==> src/design/cfc_pkg.sv <==
// Shared constants and types for the configuration and calibration controller
package cfc_pkg;
    // Clock rate and the 1 ms time base
    localparam int CFC_CLK_HZ      = 250_000_000;
    localparam int CFC_TICK_MS     = 1;
    localparam int CFC_TICK_CYCLES = CFC_CLK_HZ / 1000 * CFC_TICK_MS;
    // Debounce time and LED timing, all in ms
    localparam int CFC_DEB_MS   = 10;
    localparam int CFC_RAPID_MS = 50;
    localparam int CFC_FAST_MS  = 125;
    localparam int CFC_SLOW_MS  = 500;
    localparam int CFC_CNT_MS   = 250;
    localparam int CFC_PAUSE_MS = 1500;
    // Section select, ordered {sw5, sw6, sw7}
    localparam logic [2:0] CFC_SEC_CUT = 3'h3;
    localparam logic [2:0] CFC_SEC_MIN = 3'h5;
    localparam logic [2:0] CFC_SEC_FS  = 3'h7;
    // Rotary positions with special meaning
    localparam logic [3:0] CFC_ROT_SAVE = 4'h0;
    localparam logic [3:0] CFC_ROT_DIR  = 4'h9;
    localparam logic [3:0] CFC_ROT_MAX  = 4'h9;
    // Cut-out setting: reset code, multiplier shift and fixed times in us
    localparam logic [3:0]  CFC_CUT_RST    = 4'h0;
    localparam int          CFC_CUT_SHIFT  = 10;
    localparam logic [3:0]  CFC_CUT_ZERO_N = 4'ha;
    localparam logic [23:0] CFC_CUT_MIN_US = 24'h009c40;
    localparam logic [23:0] CFC_CUT_MAX_US = 24'h989680;
    localparam logic [23:0] CFC_CUT_US [1:9] = '{
        24'h002710, 24'h004e20, 24'h00c350, 24'h0186a0, 24'h030d40,
        24'h07a120, 24'h0f4240, 24'h4c4b40, 24'h989680};
    // Factory calibration per output mode, in DAC codes
    localparam logic [15:0] CFC_FAC_MIN [4] = '{16'h0000, 16'h0000, 16'h0000, 16'h2e18};
    localparam logic [15:0] CFC_FAC_FS  [4] = '{16'h7340, 16'he678, 16'he678, 16'he678};
    localparam logic [15:0] CFC_ABS_MIN = 16'h0000;
    // Step sizes for rotary positions 1..8, in DAC codes
    localparam logic [15:0] CFC_STEP [1:8] = '{
        16'h0012, 16'h001e, 16'h003b, 16'h0094,
        16'h0127, 16'h024e, 16'h049c, 16'h0938};
    // Operating states
    typedef enum logic [4:0] {
        CFC_ST_RUN   = 5'h01,
        CFC_ST_CSHOW = 5'h02,
        CFC_ST_CEDIT = 5'h04,
        CFC_ST_CVIEW = 5'h08,
        CFC_ST_CADJ  = 5'h10
    } cfc_state_type;
endpackage

==> src/design/cfc_debounce.sv <==
// Synchroniser and debouncer for the switch and push-button inputs
`timescale 1ns/1ps
module cfc_debounce import cfc_pkg::*; #(
    parameter int W      = 9,
    parameter int DEB_MS = CFC_DEB_MS
) (
    input  wire logic         clk,   // System clock
    input  wire logic         srst,  // Synchronous reset
    input  wire logic         tick,  // 1 ms enable
    input  wire logic [W-1:0] raw,   // Raw pin levels
    output wire logic [W-1:0] level, // Debounced levels
    output wire logic [W-1:0] rise   // One-cycle rising-edge pulses
);
    for (genvar i = 0; i < W; i++) begin : g_bit
        logic        s1_r;
        logic        s2_r;
        logic        lvl_r;
        logic        rise_r;
        logic [11:0] cnt_r;
        // Two-flop synchroniser; s1_r feeds only s2_r
        always_ff @(posedge clk) begin
            if (srst) begin
                s1_r <= 1'b0;
                s2_r <= 1'b0;
            end else begin
                s1_r <= raw[i];
                s2_r <= s1_r;
            end
        end
        // Level must hold for DEB_MS ticks; bounce restarts the count
        always_ff @(posedge clk) begin
            if (srst) begin
                cnt_r  <= '0;
                lvl_r  <= 1'b0;
                rise_r <= 1'b0;
            end else begin
                rise_r <= 1'b0;
                if (s2_r == lvl_r) begin
                    cnt_r <= '0;
                end else if (tick) begin
                    if (cnt_r == 12'(DEB_MS - 1)) begin
                        cnt_r  <= '0;
                        lvl_r  <= s2_r;
                        rise_r <= s2_r;  // Exactly one pulse per press
                    end else begin
                        cnt_r <= cnt_r + 12'h001;
                    end
                end
            end
        end
        assign level[i] = lvl_r;
        assign rise[i]  = rise_r;
    end
endmodule

==> src/design/cfc_config_ui.sv <==
// Configuration and calibration operator controller
`timescale 1ns/1ps
module cfc_config_ui import cfc_pkg::*; #(
    parameter int TICK_CYCLES = CFC_TICK_CYCLES,
    parameter int DEB_MS      = CFC_DEB_MS,
    parameter int RAPID_MS    = CFC_RAPID_MS,
    parameter int FAST_MS     = CFC_FAST_MS,
    parameter int SLOW_MS     = CFC_SLOW_MS,
    parameter int CNT_MS      = CFC_CNT_MS,
    parameter int PAUSE_MS    = CFC_PAUSE_MS
) (
    input  wire logic        clk,             // System clock, 250 MHz
    input  wire logic        srst,            // Synchronous reset, active high
    input  wire logic [3:0]  cfg_sw_in,       // DIP switches 4..7, bit 0 is switch 4
    input  wire logic [3:0]  rotary_in,       // Rotary switch code
    input  wire logic        button_in,       // Push-button, high when pressed
    input  wire logic [1:0]  op_mode,         // Selected output mode 0..3
    input  wire logic [19:0] range_period_us, // Input range period in us
    input  wire logic        below_zero,      // Input below zero-frequency point
    input  wire logic        input_act,       // Input activity for green LED in run
    output logic             green_led,       // Green input LED
    output logic             red_led,         // Red output LED
    output logic [3:0]       cut_code,        // Stored cut-out code
    output logic [23:0]      cutout_us,       // Cut-out time in us
    output logic [15:0]      cal_min,         // Live minimum output code
    output logic [15:0]      cal_fs,          // Live full-scale output code
    output logic             cal_dir_down,    // Adjustment direction is down
    output logic             user_cal_valid   // User calibration in force
);
    logic [17:0]   tick_cnt_r;
    logic          tick_r;
    logic [8:0]    db_lvl;
    logic [8:0]    db_rise;
    logic          press;
    logic          cfg_on;
    logic [2:0]    sec;
    logic [3:0]    rot;
    logic          cfg_prev_r;
    logic [2:0]    sec_prev_r;
    logic          entry;
    cfc_state_type state_r;
    logic [3:0]    cut_code_r;
    logic [23:0]   cutout_us_r;
    logic [29:0]   prod;
    logic          err_r;
    logic          dir_down_r;
    logic [15:0]   wk_min_r;
    logic [15:0]   wk_fs_r;
    logic [15:0]   sv_min_r;
    logic [15:0]   sv_fs_r;
    logic          user_ok_r;
    logic [1:0]    user_mode_r;
    logic [1:0]    mode_prev_r;
    logic          adj_r;
    logic [1:0]    zero_cnt_r;
    logic [15:0]   fac_min;
    logic [15:0]   fac_fs;
    logic [16:0]   cap;
    logic [15:0]   eff_min;
    logic [15:0]   eff_fs;
    logic [15:0]   adj_val;
    logic          adj_err;
    logic          is_step;
    logic [11:0]   ph_cnt_r;
    logic [11:0]   ph_lim;
    logic [4:0]    slot_r;
    logic [4:0]    two_n;
    logic          green_r;
    logic [11:0]   rb_cnt_r;
    logic          rb_r;
    logic          red_r;
    logic          green_q_r;
    cfc_state_type st_prev_r;

    // 1 ms enable drives every slow timer
    always_ff @(posedge clk) begin
        if (srst || tick_r) begin
            tick_cnt_r <= '0;
        end else begin
            tick_cnt_r <= tick_cnt_r + 18'h00001;
        end
    end
    always_ff @(posedge clk) begin
        if (srst) begin
            tick_r <= 1'b0;
        end else begin
            tick_r <= (tick_cnt_r == 18'(TICK_CYCLES - 2));
        end
    end

    // Operator inputs: {button, rotary, switches}
    cfc_debounce #(.W(9), .DEB_MS(DEB_MS)) u_deb (
        .clk   (clk),
        .srst  (srst),
        .tick  (tick_r),
        .raw   ({button_in, rotary_in, cfg_sw_in}),
        .level (db_lvl),
        .rise  (db_rise)
    );
    assign press  = db_rise[8];
    assign rot    = db_lvl[7:4];
    assign cfg_on = db_lvl[0];
    assign sec    = {db_lvl[1], db_lvl[2], db_lvl[3]};
    assign entry  = cfg_on && (!cfg_prev_r || sec != sec_prev_r);

    // Remember switch state to spot section entry
    always_ff @(posedge clk) begin
        if (srst) begin
            cfg_prev_r <= 1'b0;
            sec_prev_r <= '0;
        end else begin
            cfg_prev_r <= cfg_on;
            sec_prev_r <= sec;
        end
    end

    // Section state machine
    always_ff @(posedge clk) begin
        if (srst) begin
            state_r <= CFC_ST_RUN;
        end else if (!cfg_on) begin
            state_r <= CFC_ST_RUN;
        end else if (entry) begin
            case (sec)
                CFC_SEC_CUT: state_r <= CFC_ST_CSHOW;
                CFC_SEC_MIN: state_r <= CFC_ST_CVIEW;
                CFC_SEC_FS:  state_r <= CFC_ST_CVIEW;
                default:     state_r <= CFC_ST_RUN;
            endcase
        end else if (press) begin
            case (state_r)
                CFC_ST_CSHOW: state_r <= CFC_ST_CEDIT;
                CFC_ST_CEDIT: begin
                    if (rot <= CFC_ROT_MAX) begin
                        state_r <= CFC_ST_CSHOW;
                    end
                end
                CFC_ST_CVIEW: state_r <= CFC_ST_CADJ;
                default:      state_r <= state_r;
            endcase
        end
    end

    // Stored cut-out code; invalid positions leave it unchanged
    always_ff @(posedge clk) begin
        if (srst) begin
            cut_code_r <= CFC_CUT_RST;
        end else if (state_r == CFC_ST_CEDIT && press && rot <= CFC_ROT_MAX) begin
            cut_code_r <= rot;
        end
    end

    // Cut-out time: code 0 scales the range period, clamped
    assign prod = {range_period_us, 10'h000};
    always_ff @(posedge clk) begin
        if (srst) begin
            cutout_us_r <= CFC_CUT_MIN_US;
        end else if (cut_code_r != 4'h0) begin
            cutout_us_r <= CFC_CUT_US[cut_code_r];
        end else if (prod < 30'(CFC_CUT_MIN_US)) begin
            cutout_us_r <= CFC_CUT_MIN_US;
        end else if (prod > 30'(CFC_CUT_MAX_US)) begin
            cutout_us_r <= CFC_CUT_MAX_US;
        end else begin
            cutout_us_r <= prod[23:0];
        end
    end

    // Calibration sources: factory table, 10% cap, stored values
    assign fac_min = CFC_FAC_MIN[op_mode];
    assign fac_fs  = CFC_FAC_FS[op_mode];
    assign cap     = {1'b0, fac_fs} + 17'({1'b0, fac_fs} / 17'h0000a);
    assign eff_min = (user_ok_r && user_mode_r == op_mode) ? sv_min_r : fac_min;
    assign eff_fs  = (user_ok_r && user_mode_r == op_mode) ? sv_fs_r : fac_fs;
    assign is_step = (rot != CFC_ROT_SAVE) && (rot < CFC_ROT_DIR);

    // One adjustment step with its limit checks
    always_comb begin
        logic [16:0] base;
        logic [16:0] stp;
        logic [16:0] up;
        logic [16:0] dn;
        base    = (sec == CFC_SEC_MIN) ? {1'b0, wk_min_r} : {1'b0, wk_fs_r};
        stp     = is_step ? {1'b0, CFC_STEP[rot]} : 17'h00000;
        up      = base + stp;
        dn      = base - stp;
        adj_val = dn[15:0];
        adj_err = 1'b0;
        if (sec == CFC_SEC_MIN) begin
            if (!dir_down_r) begin
                adj_val = up[15:0];
                if (up > {1'b0, wk_fs_r}) begin
                    adj_val = wk_fs_r;
                    adj_err = 1'b1;
                end
            end else if (stp > base) begin
                adj_val = CFC_ABS_MIN;
                adj_err = 1'b1;
            end
        end else begin
            if (!dir_down_r) begin
                adj_val = up[15:0];
                if (up > cap) begin
                    adj_val = cap[15:0];
                    adj_err = 1'b1;
                end
            end else if (stp > base || dn < {1'b0, wk_min_r}) begin
                adj_val = wk_min_r;
                adj_err = 1'b1;
            end
        end
    end

    // Live and stored calibration values
    always_ff @(posedge clk) begin
        if (srst) begin
            wk_min_r    <= CFC_FAC_MIN[0];
            wk_fs_r     <= CFC_FAC_FS[0];
            sv_min_r    <= CFC_FAC_MIN[0];
            sv_fs_r     <= CFC_FAC_FS[0];
            user_ok_r   <= 1'b0;
            user_mode_r <= '0;
            mode_prev_r <= '0;
            adj_r       <= 1'b0;
            zero_cnt_r  <= '0;
        end else begin
            mode_prev_r <= op_mode;
            if (op_mode != mode_prev_r) begin
                user_ok_r <= 1'b0;
                wk_min_r  <= fac_min;
                wk_fs_r   <= fac_fs;
            end else if (state_r != CFC_ST_CADJ || entry) begin
                // Unsaved steps are dropped on leaving the routine
                wk_min_r   <= eff_min;
                wk_fs_r    <= eff_fs;
                adj_r      <= 1'b0;
                zero_cnt_r <= '0;
            end else if (press && is_step) begin
                adj_r      <= 1'b1;
                zero_cnt_r <= '0;
                if (sec == CFC_SEC_MIN) begin
                    wk_min_r <= adj_val;
                end else begin
                    wk_fs_r <= adj_val;
                end
            end else if (press && rot == CFC_ROT_SAVE) begin
                adj_r <= 1'b0;
                if (!adj_r && zero_cnt_r == 2'h1) begin
                    wk_min_r  <= fac_min;
                    wk_fs_r   <= fac_fs;
                    user_ok_r <= 1'b0;
                end else begin
                    sv_min_r    <= wk_min_r;
                    sv_fs_r     <= wk_fs_r;
                    user_mode_r <= op_mode;
                    user_ok_r   <= 1'b1;
                end
                if (zero_cnt_r != 2'h3) begin
                    zero_cnt_r <= zero_cnt_r + 2'h1;
                end
            end
        end
    end

    // Direction resets to up on entry, toggles at position 9
    always_ff @(posedge clk) begin
        if (srst || entry) begin
            dir_down_r <= 1'b0;
        end else if (state_r == CFC_ST_CADJ && press && rot == CFC_ROT_DIR) begin
            dir_down_r <= ~dir_down_r;
        end
    end

    // Error flag: set by an invalid press, cleared by a later valid press
    always_ff @(posedge clk) begin
        if (srst || !cfg_on || entry) begin
            err_r <= 1'b0;
        end else if (press && state_r == CFC_ST_CEDIT) begin
            err_r <= (rot > CFC_ROT_MAX);
        end else if (press && state_r == CFC_ST_CADJ) begin
            err_r <= (is_step && adj_err) || rot > CFC_ROT_MAX;
        end
    end

    // Green LED timer: count display or steady blink per state
    assign two_n = (cut_code_r == 4'h0) ? {CFC_CUT_ZERO_N, 1'b0} : {cut_code_r, 1'b0};
    always_comb begin
        case (state_r)
            CFC_ST_CSHOW: ph_lim = (slot_r == two_n) ? 12'(PAUSE_MS) : 12'(CNT_MS);
            CFC_ST_CEDIT: ph_lim = 12'(RAPID_MS);
            CFC_ST_CVIEW: ph_lim = 12'(SLOW_MS);
            CFC_ST_CADJ:  ph_lim = 12'(FAST_MS);
            default:      ph_lim = 12'(SLOW_MS);
        endcase
    end
    always_ff @(posedge clk) begin
        if (srst || state_r != st_prev_r || (press && state_r == CFC_ST_CSHOW)) begin
            ph_cnt_r <= '0;
            slot_r   <= '0;
            green_r  <= 1'b1;  // Start lit so the first round shows all N blinks
        end else if (tick_r) begin
            if (ph_cnt_r >= ph_lim - 12'h001) begin
                ph_cnt_r <= '0;
                if (state_r == CFC_ST_CSHOW) begin
                    // Blink N times, pause, repeat
                    slot_r  <= (slot_r == two_n) ? 5'h00 : slot_r + 5'h01;
                    green_r <= (slot_r == two_n) || (slot_r[0] && slot_r + 5'h01 != two_n);
                end else begin
                    green_r <= ~green_r;
                end
            end else begin
                ph_cnt_r <= ph_cnt_r + 12'h001;
            end
        end
    end

    // Rapid blink phase for red error indication
    always_ff @(posedge clk) begin
        if (srst) begin
            rb_cnt_r <= '0;
            rb_r     <= 1'b0;
        end else if (tick_r) begin
            if (rb_cnt_r >= 12'(RAPID_MS - 1)) begin
                rb_cnt_r <= '0;
                rb_r     <= ~rb_r;
            end else begin
                rb_cnt_r <= rb_cnt_r + 12'h001;
            end
        end
    end

    // LED outputs
    always_ff @(posedge clk) begin
        if (srst) begin
            st_prev_r <= CFC_ST_RUN;
            red_r     <= 1'b0;
            green_q_r <= 1'b0;
        end else begin
            st_prev_r <= state_r;
            green_q_r <= (state_r == CFC_ST_RUN) ? input_act : green_r;
            if (state_r == CFC_ST_RUN) begin
                red_r <= below_zero;
            end else if (err_r) begin
                red_r <= rb_r;
            end else if (state_r == CFC_ST_CADJ) begin
                red_r <= dir_down_r;
            end else begin
                red_r <= 1'b0;
            end
        end
    end

    assign green_led      = green_q_r;
    assign red_led        = red_r;
    assign cut_code       = cut_code_r;
    assign cutout_us      = cutout_us_r;
    assign cal_min        = wk_min_r;
    assign cal_fs         = wk_fs_r;
    assign cal_dir_down   = dir_down_r;
    assign user_cal_valid = user_ok_r;
endmodule

==> config.mk <==
export PLATFORM = sky130hd
export DESIGN_NAME = cfc_config_ui
export DESIGN_NICKNAME = d
export VERILOG_FILES = /design/src/design/cfc_pkg.sv /design/src/design/cfc_debounce.sv /design/src/design/cfc_config_ui.sv
export SDC_FILE = /design/constraint.sdc
export NUM_CORES = 1
export LEC_CHECK = 0
export BUFFER_PORTS_ARGS = -buffer_cell sky130_fd_sc_hd__buf_2
export CORE_MARGIN = 5
export CORE_UTILIZATION = 28
export CTS_CLUSTER_SIZE = 20
export DETAILED_ROUTE_END_ITERATION = 8
export GPL_TIMING_DRIVEN = 0
export PLACE_DENSITY = 0.55
export SLEW_MARGIN = 5
export SYNTH_ARGS = -nofsm -noshare
export SYNTH_HDL_FRONTEND = slang
export SYNTH_SLANG_ARGS = --single-unit
==> constraint.sdc <==
create_clock -name clk -period 5.8 [get_ports clk]
set_input_delay 1.45 -clock clk [delete_from_list [all_inputs] [get_ports clk]]
set_output_delay 1.45 -clock clk [all_outputs]
set_load 0.02 [all_outputs]
* Yosys cells after proc, flatten, opt, wreduce, memory -nomap -nowiden
Memory sizes are Yosys's and may differ from the RTL's.
Cells that the tools add are included.
** Word-level totals
- Register bits after elaboration :: 304
- ROM bits :: 640
- Input bits :: 35
- Memories kept :: 2
** Cells by class
- $add $sub $neg :: 18
- Div/mod/pow operators :: 1
- Order comparisons :: 14
- Equality and inequality tests :: 40
- Muxes and demuxes :: 78
- Bitwise operators :: 22
- Reductions and logical operators :: 70
** Memory list
- (name not given) :: words 16, width 24, read ports 1, clocked after Yosys merged registers in 0, wr ports 0, line cfc_config_ui.sv:159 : cutout_us_r <= CFC_CUT_US[cut_code_r];
- (name not given) :: words 16, width 16, read ports 1, clocked after Yosys merged registers in 0, wr ports 0, line cfc_config_ui.sv:184 : stp = is_step ? {1'b0, CFC_STEP[rot]} : 17'h00000;
** Operators by type and width (count)
- 2-to-1 mux 16 bit :: 29
- adder 12 x 1 -> 12 bit, second input constant :: 11
- 2-to-1 mux 12 bit :: 11
- 2-to-1 mux 24 bit :: 5
- equality test 12 x 4 -> 1 bit, second input constant :: 9
- binary-select mux 16 bit (select 2 bit) :: 2
- AND reduction 3 bit :: 15
- one-hot mux 11 bit (3 select lines) :: 1
- > comparator 30 x 24 -> 1 bit, second input constant :: 1
- < comparator 30 x 16 -> 1 bit, second input constant :: 1
- 2-to-1 mux 5 bit :: 5
- OR reduction 2 bit :: 12
- nonzero test 4 bit :: 5
- NOT 1 bit :: 19
- adder 18 x 1 -> 18 bit, second input constant :: 1
- equality test 18 bit, second input constant :: 1
- 2-to-1 mux 1 bit :: 18
- adder 16 x 16 -> 17 bit :: 1
- adder 16 x 17 -> 17 bit :: 1
- divider 16 x 4 -> 17 bit, second input constant :: 1
- > comparator 17 x 16 -> 1 bit :: 1
- > comparator 17 bit :: 1
- < comparator 17 x 16 -> 1 bit :: 1
- subtractor 16 x 16 -> 17 bit :: 1
- 46 further kinds :: 90

* Longest topological paths before layout
- Depth after elaboration :: 15
- Mapped depth :: 30
- Mapped depth without buffers :: 26

* Hierarchy
From an unflattened synthesis, not the netlist that was laid out.
** Unflattened totals
- Cells, all modules :: 2169
- Area, all modules :: 17899.7 um^2
** By module, submodules not included
- cfc_config_ui :: instances 1, cells an instance 1460, area an instance 11569.8 um^2
- cfc_debounce :: instances 1, cells an instance 709, area an instance 6329.8 um^2

* Least setup slack after synthesis
No wires, ideal clock.
- Path type :: register -> register
- Start point :: register u_deb.g_bit[2].lvl_r
- End point :: register wk_fs_r[8], in the netlist cal_fs[8]
- Setup time :: 0.133 ns
- Arrival time :: 5.574 ns
- Path slack :: 0.093 ns
- Stages on the path, launching flop included :: 25
- Path buffers :: 5
- Clock period less this slack :: 5.707 ns
- Cell sequence :: dfxtp_1 buf_4 and3b_1 buf_6 clkbuf_1 clkbuf_1 nand2_1 o21ai_0 ha_1 buf_6 a21o_1 or3_1 o21ba_4 a211oi_1 xnor2_1 ha_1 and4_1 nand4_1 or4_1 o211a_2 a21boi_4 mux2_4 a221o_1 a2111oi_2 o21ai_1
** Between the ends
- Longest elaborated chain between the ends :: 12
** Ends and longest elaborated chain
- start: declaration :: line cfc_debounce.sv:17 : logic lvl_r;
- start signal: assignment :: line cfc_debounce.sv:43 : lvl_r <= s2_r;
- equality test 3 bit :: line cfc_config_ui.sv:183, cfc_config_ui.sv:189, cfc_config_ui.sv:241
- 2-to-1 mux 16 bit :: line cfc_config_ui.sv:183 : base = (sec == CFC_SEC_MIN) ? {1'b0, wk_min_r} : {1'b0, wk_fs_r};
- subtractor 16 x 16 -> 17 bit :: line cfc_config_ui.sv:186 : dn = base - stp;
- < comparator 17 x 16 -> 1 bit :: line cfc_config_ui.sv:207 : end else if (stp > base || dn < {1'b0, wk_min_r}) begin
- logical OR 1 bit :: line cfc_config_ui.sv:207
- 2-to-1 mux 16 bit :: line cfc_config_ui.sv:207
- 2-to-1 mux 16 bit :: line cfc_config_ui.sv:201 : if (!dir_down_r) begin
- 2-to-1 mux 16 bit :: line cfc_config_ui.sv:189 : if (sec == CFC_SEC_MIN) begin
- 2-to-1 mux 16 bit :: line cfc_config_ui.sv:241 : if (sec == CFC_SEC_MIN) begin
- 2-to-1 mux 16 bit :: line cfc_config_ui.sv:238 : end else if (press && is_step) begin
- 2-to-1 mux 16 bit :: line cfc_config_ui.sv:232 : end else if (state_r != CFC_ST_CADJ || entry) begin
- 2-to-1 mux 16 bit :: line cfc_config_ui.sv:228 : if (op_mode != mode_prev_r) begin
- end signal: assignment :: line cfc_config_ui.sv:231 : wk_fs_r <= fac_fs;
- end signal: assignment :: line cfc_config_ui.sv:235 : wk_fs_r <= eff_fs;
- end signal: assignment :: line cfc_config_ui.sv:244 : wk_fs_r <= adj_val;
- end: declaration :: line cfc_config_ui.sv:48 : logic [15:0] wk_fs_r;
Several ways; a longest one is shown, not always the timed one. The select of a mux whose other input is x is not followed.
A chain may end at the register's enable or synchronous reset.

* Worst setup path after layout
- Start point :: register u_deb.g_bit[3].lvl_r
- End point :: register wk_fs_r[8], in the netlist cal_fs[8]
** Between the ends
- Longest elaborated chain between the ends :: 12
** Ends and longest elaborated chain (line)
- start: declaration :: cfc_debounce.sv:17
- start signal: assignment :: cfc_debounce.sv:43
- equality test 3 bit :: cfc_config_ui.sv:183, cfc_config_ui.sv:189, cfc_config_ui.sv:241
- 2-to-1 mux 16 bit :: cfc_config_ui.sv:183
- subtractor 16 x 16 -> 17 bit :: cfc_config_ui.sv:186
- < comparator 17 x 16 -> 1 bit :: cfc_config_ui.sv:207
- logical OR 1 bit :: cfc_config_ui.sv:207
- 2-to-1 mux 16 bit :: cfc_config_ui.sv:207
- 2-to-1 mux 16 bit :: cfc_config_ui.sv:201
- 2-to-1 mux 16 bit :: cfc_config_ui.sv:189
- 2-to-1 mux 16 bit :: cfc_config_ui.sv:241
- 2-to-1 mux 16 bit :: cfc_config_ui.sv:238
- 2-to-1 mux 16 bit :: cfc_config_ui.sv:232
- 2-to-1 mux 16 bit :: cfc_config_ui.sv:228
Several ways; a longest one is shown, not always the timed one. The select of a mux whose other input is x is not followed.

==> results.cfg <==
[synth]
async_flop_share_pct = 0
synth_area_um2 = 17200
yosysTopAreaCellShare_pct = 35.0
synth_area_leaders = dfxtp_1 (35%), ha_1 (8.4%), nor2_1 (6.4%)
yosys_register_bits = 300
synthDistinctLibCells = 92
synth.largest_area_cell = dfxtp_1
synth_warnings = 0
synth-edff-count = 0
synth_common_cells = dfxtp_1 (300), nor2_1 (295), nand2_1 (227), a21oi_1 (142), ha_1 (116)
ys_seq_area_share_pct = 35.0
avgSynthCellArea_um2 = 8.03
synth_ff_type = dfxtp_1
syn-instance-count = 2139
yosysMostFrequentCell = dfxtp_1

[timing]
min_period_over_period_pct = 97.4
tightest_slew_ns = 1.08
setup_viol = 0
fin_tns_setup_ns = 0
timing.fmax_mhz = 177
finalHoldViolCount = 0
period_needed_ns = 5.65
drv_slew = 0
whs_ns = 0.427
fin_skew_ns = 0.0160
slew_headroom_pct = 27.4

[setup_path]
start_kind = flop
cpPeakStageDelay_ns = 0.42
slowest_stage = fa_2
required_ns = 6.19
crit_fanout = 15
endpoint_kind = flop
crit_start = u_deb.g_bit[3].lvl_r
worstPathArrival_ns = 6.05
cp_common_cell = buf_4
reg2reg_from = u_deb.g_bit[3].lvl_r
setup.worst_path.class = reg2reg

[run_status]
outcome = finished, final reports clean

[floorplan]
rows = 90
die_w_um = 258
dieArea_um2 = 66400
start_util_pct = 28.4
num_io_pins = 99
die_y_um = 258
core_um2 = 60600

[routing]
drt-initial-drc-count = 1054
drcViolationCount = 0
finalWirelength_um = 55300
vias = 16132
viasPerCell = 5.15
wire_per_inst_um = 17.7
ant_nets = 0
drt_pass1_iterations = 6

[power_and_ir_drop]
leakagePower_uw = 0.00802
ir_drop_v = 0.000173
p_per_area_nw_per_um2 = 231
power_uw = 4830

[min_path]
hold_path.class = reg2reg
hold_start = u_deb.g_bit[8].s1_r

[global_routing]
antenna_found_initial = 0
grt_pass1_wl_um = 84900
grt_start_max_net_pins = 16
grt.overflow.total = 0
grt_pass1_vias = 15547
grt.total_usage_pct = 15.7

[layout]
syn_to_final_growth_pct = 21.8
fin_nets = 2480
layout-drive-gt1-share_pct = 14.5
fillers = 6270
instances_no_fill = 3135
diodes = 0
fin_area_um2 = 20900

[clock_tree]
cts_root_buffer = clkbuf_16
cts_buffer_depth = 3
htree_levels = 2
postCtsHoldBufs = 0
clkTransAtPathRegs_ns = 0.06
cts_sinks = 300
clk_latency_ns = 0.55
cts_made_buffers = 36
cts_tree = built

[place]
dp_cells = 3024
gp_congestion = 0.944
dpl-instance-area_um2 = 18700
numPortBuffers = 94
dp_hpwl_um = 41500

[job]
max_cap_violations = 0
-- sequential cells by signal (all words and copies together) (netlist names), 2 cells and up --
name and cells:
mode_prev_r 2, u_deb.g_bit.cnt_r 108, rb_cnt_r 12, st_prev_r 5, ph_cnt_r 12, zero_cnt_r 2, slot_r 5, tick_cnt_r 18
u_deb.g_bit.lvl_r 9, u_deb.g_bit.s1_r 9, u_deb.g_bit.s2_r 9, sv_fs_r 16, sv_min_r 16, user_mode_r 2, cut_code 4, state_r 5
cutout_us 20, cal_min 16, sec_prev_r 3, cal_fs 16
-- critical path, delay by kind of cell (launching register included) --
kind	cells	cell delay, ns
AO/OA/AOI/OAI	9	2.12
buffers and inverters	8	1.13
multiplexers	1	0.32
flip-flops	1	0.33
XOR/XNOR	1	0.09
AND/OR/NAND/NOR	4	0.73
adder cells (fa/ha/maj)	2	0.76
-- per-stage QoR --
| stage | utilization (%) | worst slack [ns] |
|---|---|---|
| 3_3_place_gp | 30.8 | -1.37 |
| 2_1_floorplan | - | 0.0931 |
| 3_5_place_dp | 30.8 | -1.40 |
| 4_1_cts | 33.5 | -0.00935 |
| 5_1_grt | 34.5 | -0.0452 |
| 6_report | 34.5 | 0.149 |
-- cell type report --
class                   count  area (µm²)  area share [%]
well taps                 782         978            4.68
inverters                  98         368            1.76
flip-flops and latches    300        6010            28.8
plain buffers             102         538            2.57
multi-input cells        1644       10900            52.2
clock buffers              48        1020            4.86
repair buffers            145         877            4.19
clock inverters            16         214            1.02
-- cell families (layout without fill, tap and decap cells) --
family	after synthesis	in the layout	share of synthesized area, %
multiplexers	29	29	1.81
buffers and inverters	204	409	4.87
adder cells (fa/ha/maj)	118	118	8.68
flip-flops	300	300	35.0
AND/OR/NAND/NOR	862	862	23.7
other	2	11	0.0437
XOR/XNOR	184	184	9.38
AO/OA/AOI/OAI	440	440	16.5
-- power breakdown --
group          internal [µW]  switching, µW
Combinational            145            243
Clock                   1420            922
Sequential              2080           18.3
Total                   3640           1180
-- cells in the final DEF (no fill, tap or decap), types with 10 or more instances in the layout --
cell type  netlist  layout
dfxtp_1        300     297
nor2_1         295     290
nand2_1        227     222
a21oi_1        142     134
ha_1           116     110
xor2_1         106     103
buf_2            8      96
inv_1           92      91
nand3_1         88      88
clkbuf_1        81      77
xnor2_1         78      71
o21ai_0         81      65
buf_4            8      54
nand4_1         46      46
nor2b_1         45      42
clkbuf_16        0      36
and3_1          25      25
o21ai_1         19      25
mux2i_1         25      24
nor3_1          24      23
a211oi_1        28      21
nor4_1          23      21
o211ai_1        17      17
a21o_1          14      14
a31oi_1         15      14
or3_1           13      13
buf_6            4      11
o31ai_1         11      11
conb_1           2      11
nand2b_1        10      10
-- metal layers --
layer | wire length [µm] | vias to the layer above | GRT usage [%]
met5 | 0 | - | 0
met4 | 2070 | 0 | 6.07
met3 | 2830 | 130 | 2.22
met2 | 26400 | 474 | 27.0
met1 | 24100 | 7724 | 20.0
li1 | - | 7804 | -
-- repair_timing --
item                                    4_1_cts  5_1_grt
buffers inserted                             17       34
endpoints found under the setup margin       49       50
pin swaps                                    19       37
gates resized for setup                      75       85
-- path summary, 6_finish.rpt --
check | end | slack, ns | depth (start not counted)
worst max-delay path | cal_fs[8] | 0.15 | 25
worst min-delay path | u_deb.g_bit[8].s2_r | 0.43 | 1
worst max register to register | cal_fs[8] | 0.15 | 25
worst min register to register | u_deb.g_bit[8].s2_r | 0.43 | 1
Power figures use the tool's default switching activity.
